### config.mk
export PLATFORM = sky130hd
export DESIGN_NAME = mce_regs
export DESIGN_NICKNAME = d
export VERILOG_FILES = /design/src/mce_pkg.sv /design/src/mce_regs.sv
export VERILOG_INCLUDE_DIRS = /design/src
export SDC_FILE = /design/constraint.sdc
export NUM_CORES = 1
export LEC_CHECK = 0
export BUFFER_PORTS_ARGS = -buffer_cell sky130_fd_sc_hd__buf_4
export CORE_UTILIZATION = 35
export DETAILED_ROUTE_END_ITERATION = 8
export GPL_TIMING_DRIVEN = 0
export PLACE_DENSITY = 0.54
export SLEW_MARGIN = 20
export SYNTH_ARGS = -nofsm -noshare
export SYNTH_HDL_FRONTEND = slang
export SYNTH_SLANG_ARGS = --single-unit
### constraint.sdc
create_clock -name core_clk -period 6.9 [get_ports core_clk]
set_input_delay 0.345 -clock core_clk [delete_from_list [all_inputs] [get_ports core_clk]]
set_output_delay 0.345 -clock core_clk [all_outputs]
set_load 0.01 [all_outputs]
### src/mce_defs.svh
// Register offsets, codes, reset values and counts of the motion engine register bank
`ifndef MCE_DEFS_SVH
`define MCE_DEFS_SVH

`define MCE_OFS_ENABLE    12'h100
`define MCE_OFS_SENS      12'h101
`define MCE_OFS_SC0       12'h102
`define MCE_OFS_SC1       12'h103
`define MCE_OFS_RANGE     12'h104
`define MCE_OFS_SCAN      12'h105
`define MCE_OFS_RESULT_LO 12'h10A
`define MCE_OFS_RESULT_HI 12'h10B
`define MCE_OFS_VERSION   12'h10C

`define MCE_ON_CODE       8'h11
`define MCE_OFF_CODE      8'h00

`define MCE_SC0_EXT_HI    7
`define MCE_SC0_EXT_LO    6
`define MCE_SC0_DISABLED  5
`define MCE_SC0_SUSPEND   4
`define MCE_SC0_DIRCTL    3
`define MCE_SC0_DIR       2
`define MCE_SC0_DETECTED  1
`define MCE_SC0_STABLE    0
`define MCE_SC1_TICK      7
`define MCE_SC1_RSVD      1

`define MCE_RST_BYTE      8'h00
`define MCE_RST_WORD      16'h0000
`define MCE_RST_DISABLED  1'b1

`define MCE_STABLE_CONVS  8'h40
`define MCE_STABLE_BAND   12'h020
`define MCE_THR_FLOOR     12'h010
`define MCE_BASE_SHIFT    4

`endif

### src/mce_pkg.sv
// Types shared by the motion engine register bank
package mce_pkg;

  typedef enum logic [1:0] {
    MCE_OFF = 2'b00,
    MCE_RUN = 2'b01
  } mce_state_t;

  typedef struct packed {
    mce_state_t  state;
    logic [7:0]  enable_code;
    logic [7:0]  sens;
    logic [1:0]  ext_level;
    logic        disabled;
    logic        suspend;
    logic        dir_ctl;
    logic        dir;
    logic        detected;
    logic        stable;
    logic [7:0]  sc1;
    logic [7:0]  range;
    logic [7:0]  scan;
    logic [15:0] result;
    logic [15:0] baseline;
    logic [7:0]  stable_cnt;
    logic [7:0]  rdata;
  } mce_regs_t;

endpackage

### src/mce_regs.sv
// Motion engine control and status register bank with its detection engine
`timescale 1ns/1ns
`default_nettype none
`include "mce_defs.svh"

module mce_regs #(
  parameter logic [7:0] VERSION = 8'h01 // Arbitrary value
) (
  input  wire logic        core_clk,
  input  wire logic        rst_n,
  input  wire logic [11:0] host_addr,
  input  wire logic        host_wr,
  input  wire logic        host_rd,
  input  wire logic [7:0]  host_wdata,
  output logic      [7:0]  host_rdata,
  input  wire logic        engine_init_request,
  input  wire logic        conv_done,
  input  wire logic [15:0] conv_data,
  output logic             engine_running,
  output logic             motion_flag
);

  mce_pkg::mce_regs_t r;
  mce_pkg::mce_regs_t next_r;

  // Detection threshold from sensitivity, range and extended level
  function automatic logic [11:0] mce_threshold(
    input logic [7:0] sens,
    input logic [7:0] range,
    input logic [1:0] ext
  );
    logic [11:0] sens_term;
    logic [11:0] range_term;
    logic [11:0] ext_term;
    sens_term  = {2'h0, sens, 2'h0};
    range_term = {4'h0, range >> ext};
    ext_term   = {8'h0, ext, 2'h0};
    mce_threshold = sens_term + range_term + `MCE_THR_FLOOR - ext_term;
  endfunction

  // Magnitude of the deviation from the tracked baseline
  function automatic logic [15:0] mce_abs_diff(
    input logic [15:0] a,
    input logic [15:0] b
  );
    mce_abs_diff = (a >= b) ? (a - b) : (b - a);
  endfunction

  function automatic logic mce_hit(input logic [11:0] addr, input logic [11:0] ofs);
    mce_hit = (addr == ofs);
  endfunction

  logic [15:0] dev;
  logic [11:0] thr;
  logic        pos;

  always_comb begin
    dev = mce_abs_diff(conv_data, r.baseline);
    thr = mce_threshold(r.sens, r.range, r.ext_level);
    pos = (conv_data >= r.baseline);
    next_r = r;

    // Host writes
    if (host_wr) begin
      if (mce_hit(host_addr, `MCE_OFS_ENABLE)) begin
        next_r.enable_code = host_wdata;
      end
      if (mce_hit(host_addr, `MCE_OFS_SENS)) begin
        next_r.sens = host_wdata;
      end
      if (mce_hit(host_addr, `MCE_OFS_SC0)) begin
        next_r.ext_level = host_wdata[`MCE_SC0_EXT_HI:`MCE_SC0_EXT_LO];
        next_r.suspend   = host_wdata[`MCE_SC0_SUSPEND];
        next_r.dir_ctl   = host_wdata[`MCE_SC0_DIRCTL];
        next_r.detected  = host_wdata[`MCE_SC0_DETECTED];
      end
      if (mce_hit(host_addr, `MCE_OFS_SC1)) begin
        next_r.sc1 = host_wdata;
        next_r.sc1[`MCE_SC1_RSVD] = 1'b0;
      end
      if (mce_hit(host_addr, `MCE_OFS_RANGE)) begin
        next_r.range = host_wdata;
      end
      if (mce_hit(host_addr, `MCE_OFS_SCAN)) begin
        next_r.scan = host_wdata;
      end
    end

    // Engine
    unique case (r.state)
      mce_pkg::MCE_OFF: begin
        if (engine_init_request && r.enable_code == `MCE_ON_CODE) begin
          next_r.state      = mce_pkg::MCE_RUN;
          next_r.disabled   = 1'b0;
          next_r.stable     = 1'b0;
          next_r.dir        = 1'b0;
          next_r.stable_cnt = `MCE_RST_BYTE;
          next_r.baseline   = conv_data;
        end
      end
      mce_pkg::MCE_RUN: begin
        if (conv_done) begin
          if (r.enable_code == `MCE_OFF_CODE) begin
            next_r.state    = mce_pkg::MCE_OFF;
            next_r.disabled = 1'b1;
          end else begin
            next_r.result = conv_data;
            if (!(host_wr && mce_hit(host_addr, `MCE_OFS_SC1)
                  && host_wdata[`MCE_SC1_TICK])) begin
              next_r.sc1[`MCE_SC1_TICK] = 1'b0;
            end
            next_r.baseline = r.baseline + 16'(
              $signed({pos ? dev : -dev}) >>> `MCE_BASE_SHIFT);
            if (!r.suspend) begin
              if (!r.stable) begin
                if (dev < {4'h0, `MCE_STABLE_BAND}) begin
                  next_r.stable_cnt = r.stable_cnt + 8'h01;
                end else begin
                  next_r.stable_cnt = `MCE_RST_BYTE;
                end
                if (r.stable_cnt == `MCE_STABLE_CONVS) begin
                  next_r.stable = 1'b1;
                end
              end else if (dev > {4'h0, thr}) begin
                next_r.detected = 1'b1;
                if (!r.detected) begin
                  next_r.dir = pos;
                end
              end
            end
          end
        end
      end
    endcase

    // Registered read port
    next_r.rdata = `MCE_RST_BYTE;
    if (host_rd) begin
      unique case (host_addr)
        `MCE_OFS_ENABLE:    next_r.rdata = r.enable_code;
        `MCE_OFS_SENS:      next_r.rdata = r.sens;
        `MCE_OFS_SC0:       next_r.rdata = {r.ext_level, r.disabled, r.suspend,
                                            r.dir_ctl, r.dir, r.detected, r.stable};
        `MCE_OFS_SC1:       next_r.rdata = r.sc1;
        `MCE_OFS_RANGE:     next_r.rdata = r.range;
        `MCE_OFS_SCAN:      next_r.rdata = r.scan;
        `MCE_OFS_RESULT_LO: next_r.rdata = r.result[7:0];
        `MCE_OFS_RESULT_HI: next_r.rdata = r.result[15:8];
        `MCE_OFS_VERSION:   next_r.rdata = VERSION;
        default:            next_r.rdata = `MCE_RST_BYTE;
      endcase
    end
  end

  always_ff @(posedge core_clk or negedge rst_n) begin
    if (!rst_n) begin
      r.state       <= mce_pkg::MCE_OFF;
      r.enable_code <= `MCE_OFF_CODE;
      r.sens        <= `MCE_RST_BYTE;
      r.ext_level   <= 2'h0;
      r.disabled    <= `MCE_RST_DISABLED;
      r.suspend     <= 1'b0;
      r.dir_ctl     <= 1'b0;
      r.dir         <= 1'b0;
      r.detected    <= 1'b0;
      r.stable      <= 1'b0;
      r.sc1         <= `MCE_RST_BYTE;
      r.range       <= `MCE_RST_BYTE;
      r.scan        <= `MCE_RST_BYTE;
      r.result      <= `MCE_RST_WORD;
      r.baseline    <= `MCE_RST_WORD;
      r.stable_cnt  <= `MCE_RST_BYTE;
      r.rdata       <= `MCE_RST_BYTE;
    end else begin
      r <= next_r;
    end
  end

  assign host_rdata     = r.rdata;
  // Run state is the only code with bit 0 set, so the state flop drives the pin directly
  assign engine_running = r.state[0];
  assign motion_flag    = r.detected;

endmodule
`default_nettype wire

# Word-level counts from Yosys, hierarchy flattened
# Index checks and enable logic that the tools add are counted.
[totals]
register_bits = 97
in_bits = 42
elab_cells = 107
[classes]
add_sub_neg = 8
n_lt_le_gt_ge = 3
n_eq_ne = 21
shifts = 1
muxes = 38
n_bitwise = 1
reduce_logical = 17
[op_table]
columns = ["operator", "n"]
rows = [
  ["$eq A12 B9 Y1 const B", 9],
  ["$mux W24", 4],
  ["$pmux W8 S9", 1],
  ["$mux W8", 7],
  ["$pmux W24 S2", 1],
  ["$mux W16", 2],
  ["$sub A16 B16 Y16", 2],
  ["$ne A2 B2 Y1 const B", 9],
  ["$add A16 B16 Y16", 1],
  ["$ge A16 B16 Y1", 1],
  ["$gt A16 B12 Y1", 1],
  ["$lt A16 B6 Y1 const B", 1],
  ["$neg A16 Y16", 1],
  ["$add A11 B5 Y12 const B", 1],
  ["$reduce_and A2 Y1", 6],
  ["$sub A12 B4 Y12", 1],
  ["$add A10 B8 Y11", 1],
  ["$mux W1", 11],
  ["$mux W2", 5],
  ["$reduce_and A3 Y1", 3],
  ["$add A8 B1 Y8 const B", 1],
  ["$eq A8 B5 Y1 const B", 1],
  ["$eq A8 B7 Y1 const B", 1],
  ["$logic_not A8 Y1", 1],
  ["12 further kinds", 17],
]

# Depth between registers and ports, before layout
# Gate-level depths: netlist (run 1).
[depth]
depth_word = 11
ltp_mapped = 26
mapped_depth_nobuf = 25

# Worst setup path after synthesis (run 1)
# Ideal clock, no wire load.
[synth_path]
kind = "reg-to-reg"
startpoint = "register r[21] in the netlist's numbering"
endpoint = "register r[30] in the netlist's numbering"
setup_ps = 83
arrival_ps = 4834
required_time_ps = 6817
slack_ps = 1983
stages_incl_launch_ff = 25
path_buffers = 2
period_less_slack_ps = 4917
cell_sequence = "dfrtp_1 > ha_1 > buf_4 > nand2_1 > a211o_1 > a311o_1 > buf_6 > and3_2 > nor3_1 > and4b_1 > a21oi_1 > xor2_1 > ha_1 > fa_1 > a21o_1 > a21oi_1 > o21ai_0 > a21oi_1 > o21bai_1 > a21oi_1 > o211ai_1 > a41oi_1 > xnor2_1 > mux2i_1 > o21ai_0"
[synth_via]
elab_chain_cells = 8
[synth_lines]
columns = ["item", "line_no", "source"]
rows = [
  ["from (decl)", "mce_regs.sv:23", "mce_pkg::mce_regs_t r;"],
  ["from (signal assigned)", "mce_regs.sv:175", "r <= next_r;"],
  ["$sub A16 B16 Y16 or $ge A16 B16 Y1 (tied branches)", "mce_regs.sv:46, mce_regs.sv:60", ""],
  ["$mux W16", "mce_regs.sv:46", "mce_abs_diff = (a >= b) ? (a - b) : (b - a);"],
  ["$neg A16 Y16", "mce_regs.sv:113", "$signed({pos ? dev : -dev}) >>> `MCE_BASE_SHIFT);"],
  ["$mux W16", "mce_regs.sv:113", ""],
  ["$add A16 B16 Y16 *", "mce_regs.sv:112", "next_r.baseline = r.baseline + 16'("],
  ["$mux W24 *", "mce_regs.sv:103", "if (r.enable_code == `MCE_OFF_CODE) begin"],
  ["$mux W24 *", "mce_regs.sv:102", "if (conv_done) begin"],
  ["$pmux W24 S2 *", "mce_regs.sv:90", "unique case (r.state)"],
]
# Mark *: on every way between the ends. The rest lies on a longest branch, timed or not. The select of a mux whose other input is x is not followed.
# A chain may end at the register's enable or synchronous reset.

# Worst setup path in the final report (run 1)
[layout_path]
startpoint = "register r[29] in the netlist's numbering"
endpoint = "register r[30] in the netlist's numbering"
# The elaborated chain is that of the path after synthesis.

==> results of run 1 <==
worst max path at each step:
stage	slack (ps)	from	to
finish	790	r[29]$_DFFE_PN0P_	r[30]$_DFFE_PN0P_
global route	300	r[30]$_DFFE_PN0P_	r[30]$_DFFE_PN0P_
CTS	750	r[29]$_DFFE_PN0P_	r[30]$_DFFE_PN0P_
detailed placement	660	conv_data[7]	r[30]$_DFFE_PN0P_
global placement	650	conv_data[7]	r[30]$_DFFE_PN0P_
floorplan	1980	r[21]$_DFFE_PN0P_	r[30]$_DFFE_PN0P_
synthesized netlist by cell type, types with 7 or more instances:
| library cell | count | area (µm²) |
|---|---|---|
| dfrtp_1 | 95 | 2380 |
| nand2_1 | 87 | 327 |
| inv_1 | 81 | 304 |
| ha_1 | 77 | 963 |
| o21ai_0 | 71 | 355 |
| a21oi_1 | 57 | 285 |
| nor2_1 | 46 | 173 |
| mux2_2 | 41 | 462 |
| xnor2_1 | 31 | 272 |
| mux2i_1 | 21 | 210 |
| a31oi_1 | 16 | 100 |
| clkbuf_1 | 16 | 60.1 |
| nor3_1 | 16 | 80.1 |
| a21o_1 | 14 | 105 |
| a222oi_1 | 14 | 140 |
| a22oi_1 | 14 | 105 |
| buf_4 | 13 | 97.6 |
| o21a_1 | 13 | 97.6 |
| nand2b_1 | 12 | 75.1 |
| nand3_1 | 12 | 60.1 |
| nand4_1 | 9 | 56.3 |
| o21bai_1 | 9 | 67.6 |
| xor2_1 | 9 | 78.8 |
| o211ai_1 | 7 | 52.6 |
layer usage:
| metal | up-vias | global-route usage | wire length, µm |
|---|---|---|---|
| met5 | - | 0 | 0 |
| met4 | 0 | 0.0665 | 581 |
| met3 | 32 | 0.0325 | 1190 |
| met2 | 183 | 0.329 | 11100 |
| met1 | 3347 | 0.272 | 10700 |
| li1 | 3417 | - | - |
area by class of cell:
type,count,share of cell area
Buffer,39,0.0284
Clock buffer,9,0.0244
Clock inverter,7,0.00785
Inverter,81,0.0329
Multi-Input combinational cell,694,0.563
Sequential cell,96,0.260
Tap cell,313,0.0424
Timing Repair Buffer,50,0.0410
placed cells by master (no fill, tap or decap), types with 6 or more instances in the layout:
master,n
dfrtp_1,95
nand2_1,87
inv_1,81
ha_1,77
o21ai_0,71
buf_4,62
a21oi_1,57
nor2_1,46
mux2_2,41
xnor2_1,31
mux2i_1,21
clkbuf_1,16
a31oi_1,16
a21o_1,14
nor3_1,14
a22oi_1,14
a222oi_1,14
o21a_1,13
nand3_1,12
nand2b_1,12
nand4_1,9
xor2_1,9
o21bai_1,9
clkbuf_16,9
o211ai_1,7
buf_6,6
o31ai_1,6
o21ai_1,6
nor4_1,6
and3_1,6
fa_1,6
flip-flops by register name (all words and copies together), names as in the netlist:
register	flops
engine_running	1
r	86
motion_flag	1
host_rdata	8
worst max-delay path: cells and delay by family (launching register included):
kind            cells  cell delay [ps]
compound gates     10             2730
fa+ha+maj           3             1080
xor+xnor            3              640
simple gates        2              490
flops               1              430
buf+inv             1              350
mux                 2              290
stage by stage:
stage / util / hold WS, ps / cells / setup WS (ps)
after floorplan: - / 49.4 / 910 / 1980
after global placement: 0.392 / 468 / 1273 / 653
after detailed placement: 0.392 / 484 / 1273 / 658
after CTS: 0.405 / 133 / 1289 / 754
after global routing: 0.406 / 166 / 1289 / 297
final: 0.406 / 88.5 / 1289 / 795
power by group:
part           switching, mW  internal, mW  total, mW
Clock                  0.253         0.256      0.510
Sequential           0.00189         0.564      0.566
Combinational          0.220         0.156      0.375
Total                  0.475         0.976       1.45
cells by family after synthesis:
logic type               Yosys count
AO/OA/AOI/OAI                    274
XOR/XNOR                          43
adder cells (fa/ha/maj)           83
buffers and inverters            120
flip-flops                        96
multiplexers                      62
AND/OR/NAND/NOR                  232
==> impl_metrics.json, run 1 <==
{
  "yosysWarningCount": 0,
  "cp_data_arrival_time_ps": 6380,
  "cts_buffers": 9,
  "antenna_found_initial": 0,
  "path_class": "reg2reg",
  "row_count": 55,
  "synth_adder_area_share": 0.133,
  "syn_area_um2": 8170,
  "synthMuxAreaShare": 0.0823,
  "synth-edff-count": 0,
  "cts_hold_buf": 0,
  "cts_setup_buffers": 0,
  "grt_max_degree": 97,
  "drive_gt1_frac": 0.176,
  "synthesis.nets": 1035,
  "coreArea_um2": 22800,
  "grt.total_usage": 0.202,
  "initial_core_util": 0.359,
  "drc": 0,
  "max_slew_margin": 0.387,
  "ant_nets": 0,
  "status": "finished clean",
  "finalInstanceArea_um2": 9250,
  "wirelength_um": 23500,
  "synth.distinct_cells": 87,
  "place_congestion": 0.932,
  "clock_skew_ps": 13.0,
  "synth_area_per_cell_um2": 8.97,
  "syn_inst": 910,
  "synth_compound_area_frac": 0.229,
  "drv_cap": 0,
  "clock_latency_ps": 360,
  "drtPass1Iterations": 6,
  "cts_root_buf": "clkbuf_16",
  "clk_pin_slew_ps": 80,
  "pin_count": 52,
  "tightest_slew_ps": 914,
  "power_density_nw_per_um2": 157,
  "reg2reg_slack_ps": 790,
  "area_growth_pct": 13.2,
  "rsz0062_at_grt": "false",
  "hp-class": "in2async",
  "nNetsFinal": 1096,
  "path_cells": "ha_1, nand4_1, o31ai_2, nor2_4, clkbuf_1, mux2i_1, xnor2_1, xor2_1, ha_1, fa_1, a21o_1, a21oi_1, o21ai_0, a21oi_1, o21bai_1, a21oi_1, o211ai_1, a41oi_1, xnor2_1, mux2i_1, o21ai_0",
  "cp_common_cell": "a21oi_1",
  "clock-sinks": 96,
  "critical_path.max_stage_delay_ps": 880,
  "max_freq_mhz": 164,
  "ys_seq_area_frac": 0.294,
  "cp-end-kind": "flop",
  "finalPower_mw": 1.45,
  "yosys.area_share.xor_xnor": 0.0489,
  "cp-start-kind": "flop",
  "drt-initial-drc-count": 536,
  "grt_pass1_wl_um": 37300,
  "worstPathRequired_ps": 7180,
  "ff2ff_path_depth": 21,
  "period_needed_ps": 6110,
  "wl_per_cell_um": 18.2,
  "reg2reg_to": "r[30]$_DFFE_PN0P_",
  "ff_latch_area_um2": 2400,
  "post_cts_resized": 0,
  "h-tree-depth": 3,
  "place_hpwl_um": 18700,
  "slowest_stage": "o31ai_2",
  "finalCritPeriodShare": 0.885,
  "hold_viol": 0,
  "multi_input_area_um2": 5210,
  "grt-ovfl-total": 0,
  "slew_viol_final": 0,
  "placed_cell_area_um2": 8940,
  "die_w_um": 155,
  "timing.rr.start": "r[29]$_DFFE_PN0P_",
  "die_y_um": 155,
  "vias": 6979,
  "leakage_nw": 4.15,
  "clockBufferDepth": 2,
  "ys_seq_elements": 96,
  "tns_ps": 0,
  "synthFlopType": "dfrtp_1",
  "setup_viol": 0,
  "die_area_um2": 23900,
  "cts_tree": "built",
  "port_buffers": 50,
  "irDropWorstVdd_uv": 105,
  "synth_simple_gate_area_share": 0.144,
  "n_antenna_cell": 0,
  "synthArstFlopShare": 1.00,
  "first_global_vias": 6660,
  "via_per_inst": 5.41,
  "fill_cells": 2326,
  "synth_top_family_by_area": "compound AO/OA/AOI/OAI gates",
  "critical_path.max_fanout": 10
}
No activity file was read; power rests on OpenSTA's default activity.
==> run 2: changes to the inputs <==
--- a/config.mk
+++ b/config.mk
@@ -7,10 +7,10 @@
 export NUM_CORES = 1
 export LEC_CHECK = 0
 export BUFFER_PORTS_ARGS = -buffer_cell sky130_fd_sc_hd__buf_4
-export CORE_UTILIZATION = 35
+export CORE_UTILIZATION = 50
 export DETAILED_ROUTE_END_ITERATION = 8
 export GPL_TIMING_DRIVEN = 0
-export PLACE_DENSITY = 0.54
+export PLACE_DENSITY = 0.71
 export SLEW_MARGIN = 20
 export SYNTH_ARGS = -nofsm -noshare
 export SYNTH_HDL_FRONTEND = slang
==> run 2 against run 1 <==
Against the previous run:
- clock power is 5.5% higher
- die area down 30%
- global-route usage grew 7.0 points
- clock skew shrank 7.8 ps
- via count is 2.4% higher
- utilization grew 17 points
- cell count is 7.6% lower
- power is 1.7% higher
- setup slack gained 37 ps
- non-clock buffer count stayed put
==> impl_metrics.json, run 2 (synthesis results as in run 1) <==
{
  "status": "finished clean",
  "irDropWorstVdd_uv": 135,
  "post_cts_resized": 0,
  "drtPass1Iterations": 6,
  "reg2reg_slack_ps": 830,
  "vias": 7147,
  "clkPwrFrac": 0.365,
  "max_freq_mhz": 165,
  "tightest_slew_ps": 1110,
  "ff_latch_area_um2": 2400,
  "internal_power_mw": 1.06,
  "setup_viol": 0,
  "via_per_inst": 6.00,
  "multi_input_area_um2": 5200,
  "n_antenna_cell": 0,
  "leakage_nw": 4.17,
  "final_cells": 1191,
  "rsz0062_at_grt": "false",
  "slowest_stage": "a311oi_2",
  "coreArea_um2": 15900,
  "fill_cells": 1474,
  "cp_common_cell": "a21oi_1",
  "initial_core_util": 0.512,
  "reg2reg_to": "r[30]$_DFFE_PN0P_",
  "nNetsFinal": 1096,
  "hp-class": "in2async",
  "grt_pass1_wl_um": 35100,
  "final_common_cell": "dfrtp_1",
  "place_congestion": 0.935,
  "hold_viol": 0,
  "antenna_found_initial": 0,
  "finalCritPeriodShare": 0.879,
  "grt-ovfl-total": 0,
  "cp-end-kind": "flop",
  "port_buffers": 50,
  "area_growth_pct": 11.9,
  "power_frac_seq": 0.384,
  "wirelength_um": 22100,
  "grt.total_usage": 0.272,
  "grt_max_degree": 97,
  "first_global_vias": 6837,
  "clockBufferDepth": 2,
  "row_count": 46,
  "drive_gt1_frac": 0.172,
  "clk_pin_slew_ps": 60,
  "power_density_nw_per_um2": 162,
  "drc": 0,
  "clock-sinks": 96,
  "dp_cells": 1176,
  "die_area_um2": 16800,
  "most-common-layout-cells": "95 x dfrtp_1, 87 x nand2_1, 81 x inv_1, 77 x ha_1, 71 x o21ai_0",
  "max_slew_margin": 0.257,
  "h-tree-depth": 3,
  "drv_cap": 0,
  "cp-start-kind": "flop",
  "clock_latency_ps": 340,
  "ant_nets": 0,
  "slew_viol_final": 0,
  "largest_register": "r",
  "drt-initial-drc-count": 591,
  "wl_per_cell_um": 18.5,
  "die_w_um": 130,
  "cp_data_arrival_time_ps": 6330,
  "cpLargestDelayFamily": "compound AO/OA/AOI/OAI gates",
  "cts_tree": "built",
  "crit_buf_inv": 1,
  "cts_hold_buf": 0,
  "clock_skew_ps": 5.17,
  "path_class": "reg2reg",
  "worstPathRequired_ps": 7160,
  "finalPower_mw": 1.48,
  "power_frac_comb": 0.251,
  "cts_root_buf": "clkbuf_16",
  "ff2ff_path_depth": 22,
  "cts_setup_buffers": 0,
  "cts_buffers": 9,
  "period_needed_ps": 6070,
  "critical_path.max_stage_delay_ps": 650,
  "holdWs_ps": 95.1,
  "path_cells": "ha_1, nand2_1, a211o_1, a311oi_2, nor2_4, clkbuf_1, mux2i_1, xnor2_1, xor2_1, ha_1, fa_1, a21o_1, a21oi_1, o21ai_0, a21oi_1, o21bai_1, a21oi_1, o211ai_1, a41oi_1, xnor2_1, mux2i_1, o21ai_0",
  "die_y_um": 130,
  "swShare": 0.285,
  "pin_count": 52,
  "place_hpwl_um": 17400,
  "timing.rr.start": "r[20]$_DFFE_PN0P_",
  "critical_path.max_fanout": 10,
  "tns_ps": 0,
  "switching_power_mw": 0.420,
  "largest_reg_flops": 86
}
-- run 2: area by class of cell --
type	count	area share
inverter	81	0.0333
clock buffer	12	0.0281
tap	216	0.0296
multi-input combinational	694	0.569
timing repair buffer	50	0.0415
sequential	96	0.263
clock inverter	3	0.00712
buffer	39	0.0288
-- run 2: stage by stage --
stage	utilization	area (µm²)	setup slack (ps)
finish	0.573	9140	832
global route	0.573	9140	420
global placement	0.553	8810	937
floorplan	-	8170	1980
CTS	0.573	9140	911
detailed placement	0.553	8820	825
-- run 2: per-layer routing --
metal,GRT usage,vias up,wire [µm]
met3,0.0369,48,1270
met4,0.0923,0,638
met5,0,-,0
met1,0.362,3428,9600
met2,0.456,255,10600
li1,-,3416,-
-- run 2: worst max path at each step --
stage,start,end,slack (ps),depth (start not counted)
finish,r[20]$_DFFE_PN0P_,r[30]$_DFFE_PN0P_,830,22
detailed placement,conv_data[8],r[30]$_DFFE_PN0P_,820,24
CTS,r[29]$_DFFE_PN0P_,r[30]$_DFFE_PN0P_,910,21
global placement,conv_data[8],r[30]$_DFFE_PN0P_,940,24
floorplan,r[21]$_DFFE_PN0P_,r[30]$_DFFE_PN0P_,1980,24
global route,r[29]$_DFFE_PN0P_,r[30]$_DFFE_PN0P_,420,21
-- run 2: worst register-to-register path, cell delays in order (launching register included) --
cell and delay (ps):
dfrtp_1 440, ha_1 450, nand2_1 180, a211o_1 360, a311oi_2 650, nor2_4 150, clkbuf_1 340, mux2i_1 210
xnor2_1 330, xor2_1 120, ha_1 220, fa_1 410, a21o_1 170, a21oi_1 220, o21ai_0 130, a21oi_1 240
o21bai_1 100, a21oi_1 370, o211ai_1 210, a41oi_1 280, xnor2_1 150, mux2i_1 90, o21ai_0 150
-- run 2: power by group through the flow --
| stage | Combinational [mW] | Sequential, mW | Clock (mW) |
|---|---|---|---|
| 2_1_floorplan | 0.265 | 0.576 | 0 |
| 3_3_place_gp | 0.362 | 0.577 | 0 |
| 3_5_place_dp | 0.369 | 0.577 | 0 |
| 4_1_cts | 0.370 | 0.566 | 0.543 |
| 5_1_grt | 0.415 | 0.566 | 0.563 |
| 6_report | 0.371 | 0.567 | 0.538 |
==> run 3: changes to the inputs <==
--- a/config.mk
+++ b/config.mk
@@ -10,8 +10,9 @@
 export CORE_UTILIZATION = 50
 export DETAILED_ROUTE_END_ITERATION = 8
 export GPL_TIMING_DRIVEN = 0
-export PLACE_DENSITY = 0.71
+export PLACE_DENSITY = 0.76
 export SLEW_MARGIN = 20
 export SYNTH_ARGS = -nofsm -noshare
 export SYNTH_HDL_FRONTEND = slang
 export SYNTH_SLANG_ARGS = --single-unit
+export TNS_END_PERCENT = 20
==> run 3 against run 2 <==
Against the previous run:
- count of clock-buffer cells in the layout decreased by 2
- first-iteration DRC count up 2.0%
- global-route usage fell by 0.37 points
- fmax increased by 2.1%
- via count is 0.24% higher
- setup slack better by 120 ps
- power increased by 0.44%
- combinational power barely moved
- non-clock buffer count is the same
- sequential share of layout area about the same
- die area unchanged
- critical path depth unchanged
- largest power group unchanged
==> impl_metrics.json, run 3 (synthesis results as in run 1) <==
{
  "port_buffers": 50,
  "swShare": 0.298,
  "final_common_cell": "dfrtp_1",
  "die_area_um2": 16800,
  "hold_viol": 0,
  "cp_data_arrival_time_ps": 6210,
  "tightest_slew_ps": 1140,
  "internal_power_mw": 1.04,
  "hp-class": "in2async",
  "switching_power_mw": 0.442,
  "cts_hold_buf": 0,
  "finalCritPeriodShare": 0.861,
  "clkPwrFrac": 0.366,
  "rsz0062_at_grt": "false",
  "cts_tree": "built",
  "ff2ff_path_depth": 22,
  "coreArea_um2": 15900,
  "grt.total_usage": 0.268,
  "leakage_nw": 4.16,
  "period_needed_ps": 5940,
  "h-tree-depth": 3,
  "drc": 0,
  "clockBufferDepth": 2,
  "wl_per_cell_um": 18.5,
  "cts_setup_buffers": 0,
  "placed_cell_area_um2": 8820,
  "setup_viol": 0,
  "grt_pass1_wl_um": 34700,
  "finalInstanceArea_um2": 9140,
  "clock-sinks": 96,
  "area_growth_pct": 11.9,
  "max_slew_margin": 0.232,
  "place_hpwl_um": 17100,
  "pin_count": 52,
  "cts_root_buf": "clkbuf_16",
  "cts_buffers": 9,
  "post_cts_resized": 0,
  "largest_register": "r",
  "drt-initial-drc-count": 603,
  "die_w_um": 130,
  "reg2reg_slack_ps": 960,
  "vias": 7164,
  "power_frac_seq": 0.382,
  "max_freq_mhz": 168,
  "fill_cells": 1452,
  "grt_max_degree": 97,
  "place_congestion": 0.916,
  "nNetsFinal": 1096,
  "reg2reg_to": "r[30]$_DFFE_PN0P_",
  "first_global_vias": 6818,
  "wirelength_um": 22000,
  "grt-ovfl-total": 0,
  "tns_ps": 0,
  "power_frac_comb": 0.252,
  "power_density_nw_per_um2": 162,
  "row_count": 46,
  "drive_gt1_frac": 0.174,
  "via_per_inst": 6.01,
  "drv_cap": 0,
  "initial_core_util": 0.512,
  "clock_skew_ps": 10.6,
  "drtPass1Iterations": 6,
  "irDropWorstVdd_uv": 134,
  "n_antenna_cell": 0,
  "critical_path.max_fanout": 10,
  "clock_latency_ps": 350,
  "most-common-layout-cells": "95 x dfrtp_1, 87 x nand2_1, 81 x inv_1, 77 x ha_1, 71 x o21ai_0",
  "largest_reg_flops": 86,
  "die_y_um": 130,
  "utilization": 0.573,
  "worstPathRequired_ps": 7170,
  "slew_viol_final": 0,
  "ant_nets": 0,
  "timing.rr.start": "r[20]$_DFFE_PN0P_",
  "cp-end-kind": "flop",
  "path_class": "reg2reg",
  "status": "finished clean",
  "clk_pin_slew_ps": 70,
  "antenna_found_initial": 0,
  "cp-start-kind": "flop"
}
-- run 3: cell count changes in the layout (fill, tap and decap cells not counted), sizes merged --
cell and delta:
clkbuf -2, clkinvlp +1, inv +2
-- run 3: area by class of cell --
| cell class | count | area, µm² | share of cell area |
|---|---|---|---|
| Multi-Input combinational cell | 694 | 5200 | 0.569 |
| Timing Repair Buffer | 50 | 379 | 0.0415 |
| Buffer | 39 | 263 | 0.0287 |
| Sequential cell | 96 | 2400 | 0.263 |
| Clock inverter | 6 | 90.1 | 0.00986 |
| Tap cell | 216 | 270 | 0.0296 |
| Clock buffer | 10 | 229 | 0.0251 |
| Inverter | 81 | 304 | 0.0333 |
-- run 3: how the worst max path moves through the flow --
stage                                 start                end  slack (ps)  depth (start not counted)
final                     r[20]$_DFFE_PN0P_  r[30]$_DFFE_PN0P_         960                         22
after global routing      r[20]$_DFFE_PN0P_  r[30]$_DFFE_PN0P_         590                         22
after CTS                 r[20]$_DFFE_PN0P_  r[30]$_DFFE_PN0P_        1020                         22
after detailed placement       conv_data[4]  r[30]$_DFFE_PN0P_         950                         24
after global placement        conv_data[13]  r[30]$_DFFE_PN0P_        1020                         23
after floorplan           r[21]$_DFFE_PN0P_  r[30]$_DFFE_PN0P_        1980                         24
-- run 3: worst max-delay path, stage by stage, from the launching register on --
cell      delay (ps)
dfrtp_1          440
ha_1             450
nand2_1          180
a211o_1          350
a311oi_2         640
nor2_4           150
clkbuf_1         350
mux2i_1          220
xnor2_1          340
xor2_1           140
ha_1             230
fa_1             410
a21o_1           170
a21oi_1          210
o21ai_0          110
a21oi_1          250
o21bai_1          90
a21oi_1          290
o211ai_1         180
a41oi_1          270
xnor2_1          140
mux2i_1           80
o21ai_0          150
-- run 3: metrics by stage --
| stage | hold slack, ps | setup WS [ps] | std cells | power [mW] |
|---|---|---|---|---|
| after global routing | 163 | 588 | 1192 | 1.54 |
| after detailed placement | 477 | 947 | 1176 | 0.944 |
| after global placement | 470 | 1020 | 1176 | 0.938 |
| after CTS | 121 | 1020 | 1192 | 1.48 |
| after floorplan | 49.4 | 1980 | 910 | 0.841 |
| final | 84.5 | 956 | 1192 | 1.48 |
-- run 3: per-layer routing --
metal	up-vias	global-route usage	wire length, µm
li1	3409	-	-
met1	3461	0.350	9580
met2	235	0.441	10300
met3	59	0.0504	1310
met4	0	0.107	856
met5	-	0	0
-- run 3: power groups by stage --
stage	sequential, mW	clock, mW	combinational [mW]
2_1_floorplan	0.576	0	0.265
3_3_place_gp	0.577	0	0.361
3_5_place_dp	0.577	0	0.367
4_1_cts	0.566	0.548	0.369
5_1_grt	0.566	0.566	0.411
6_report	0.566	0.542	0.374
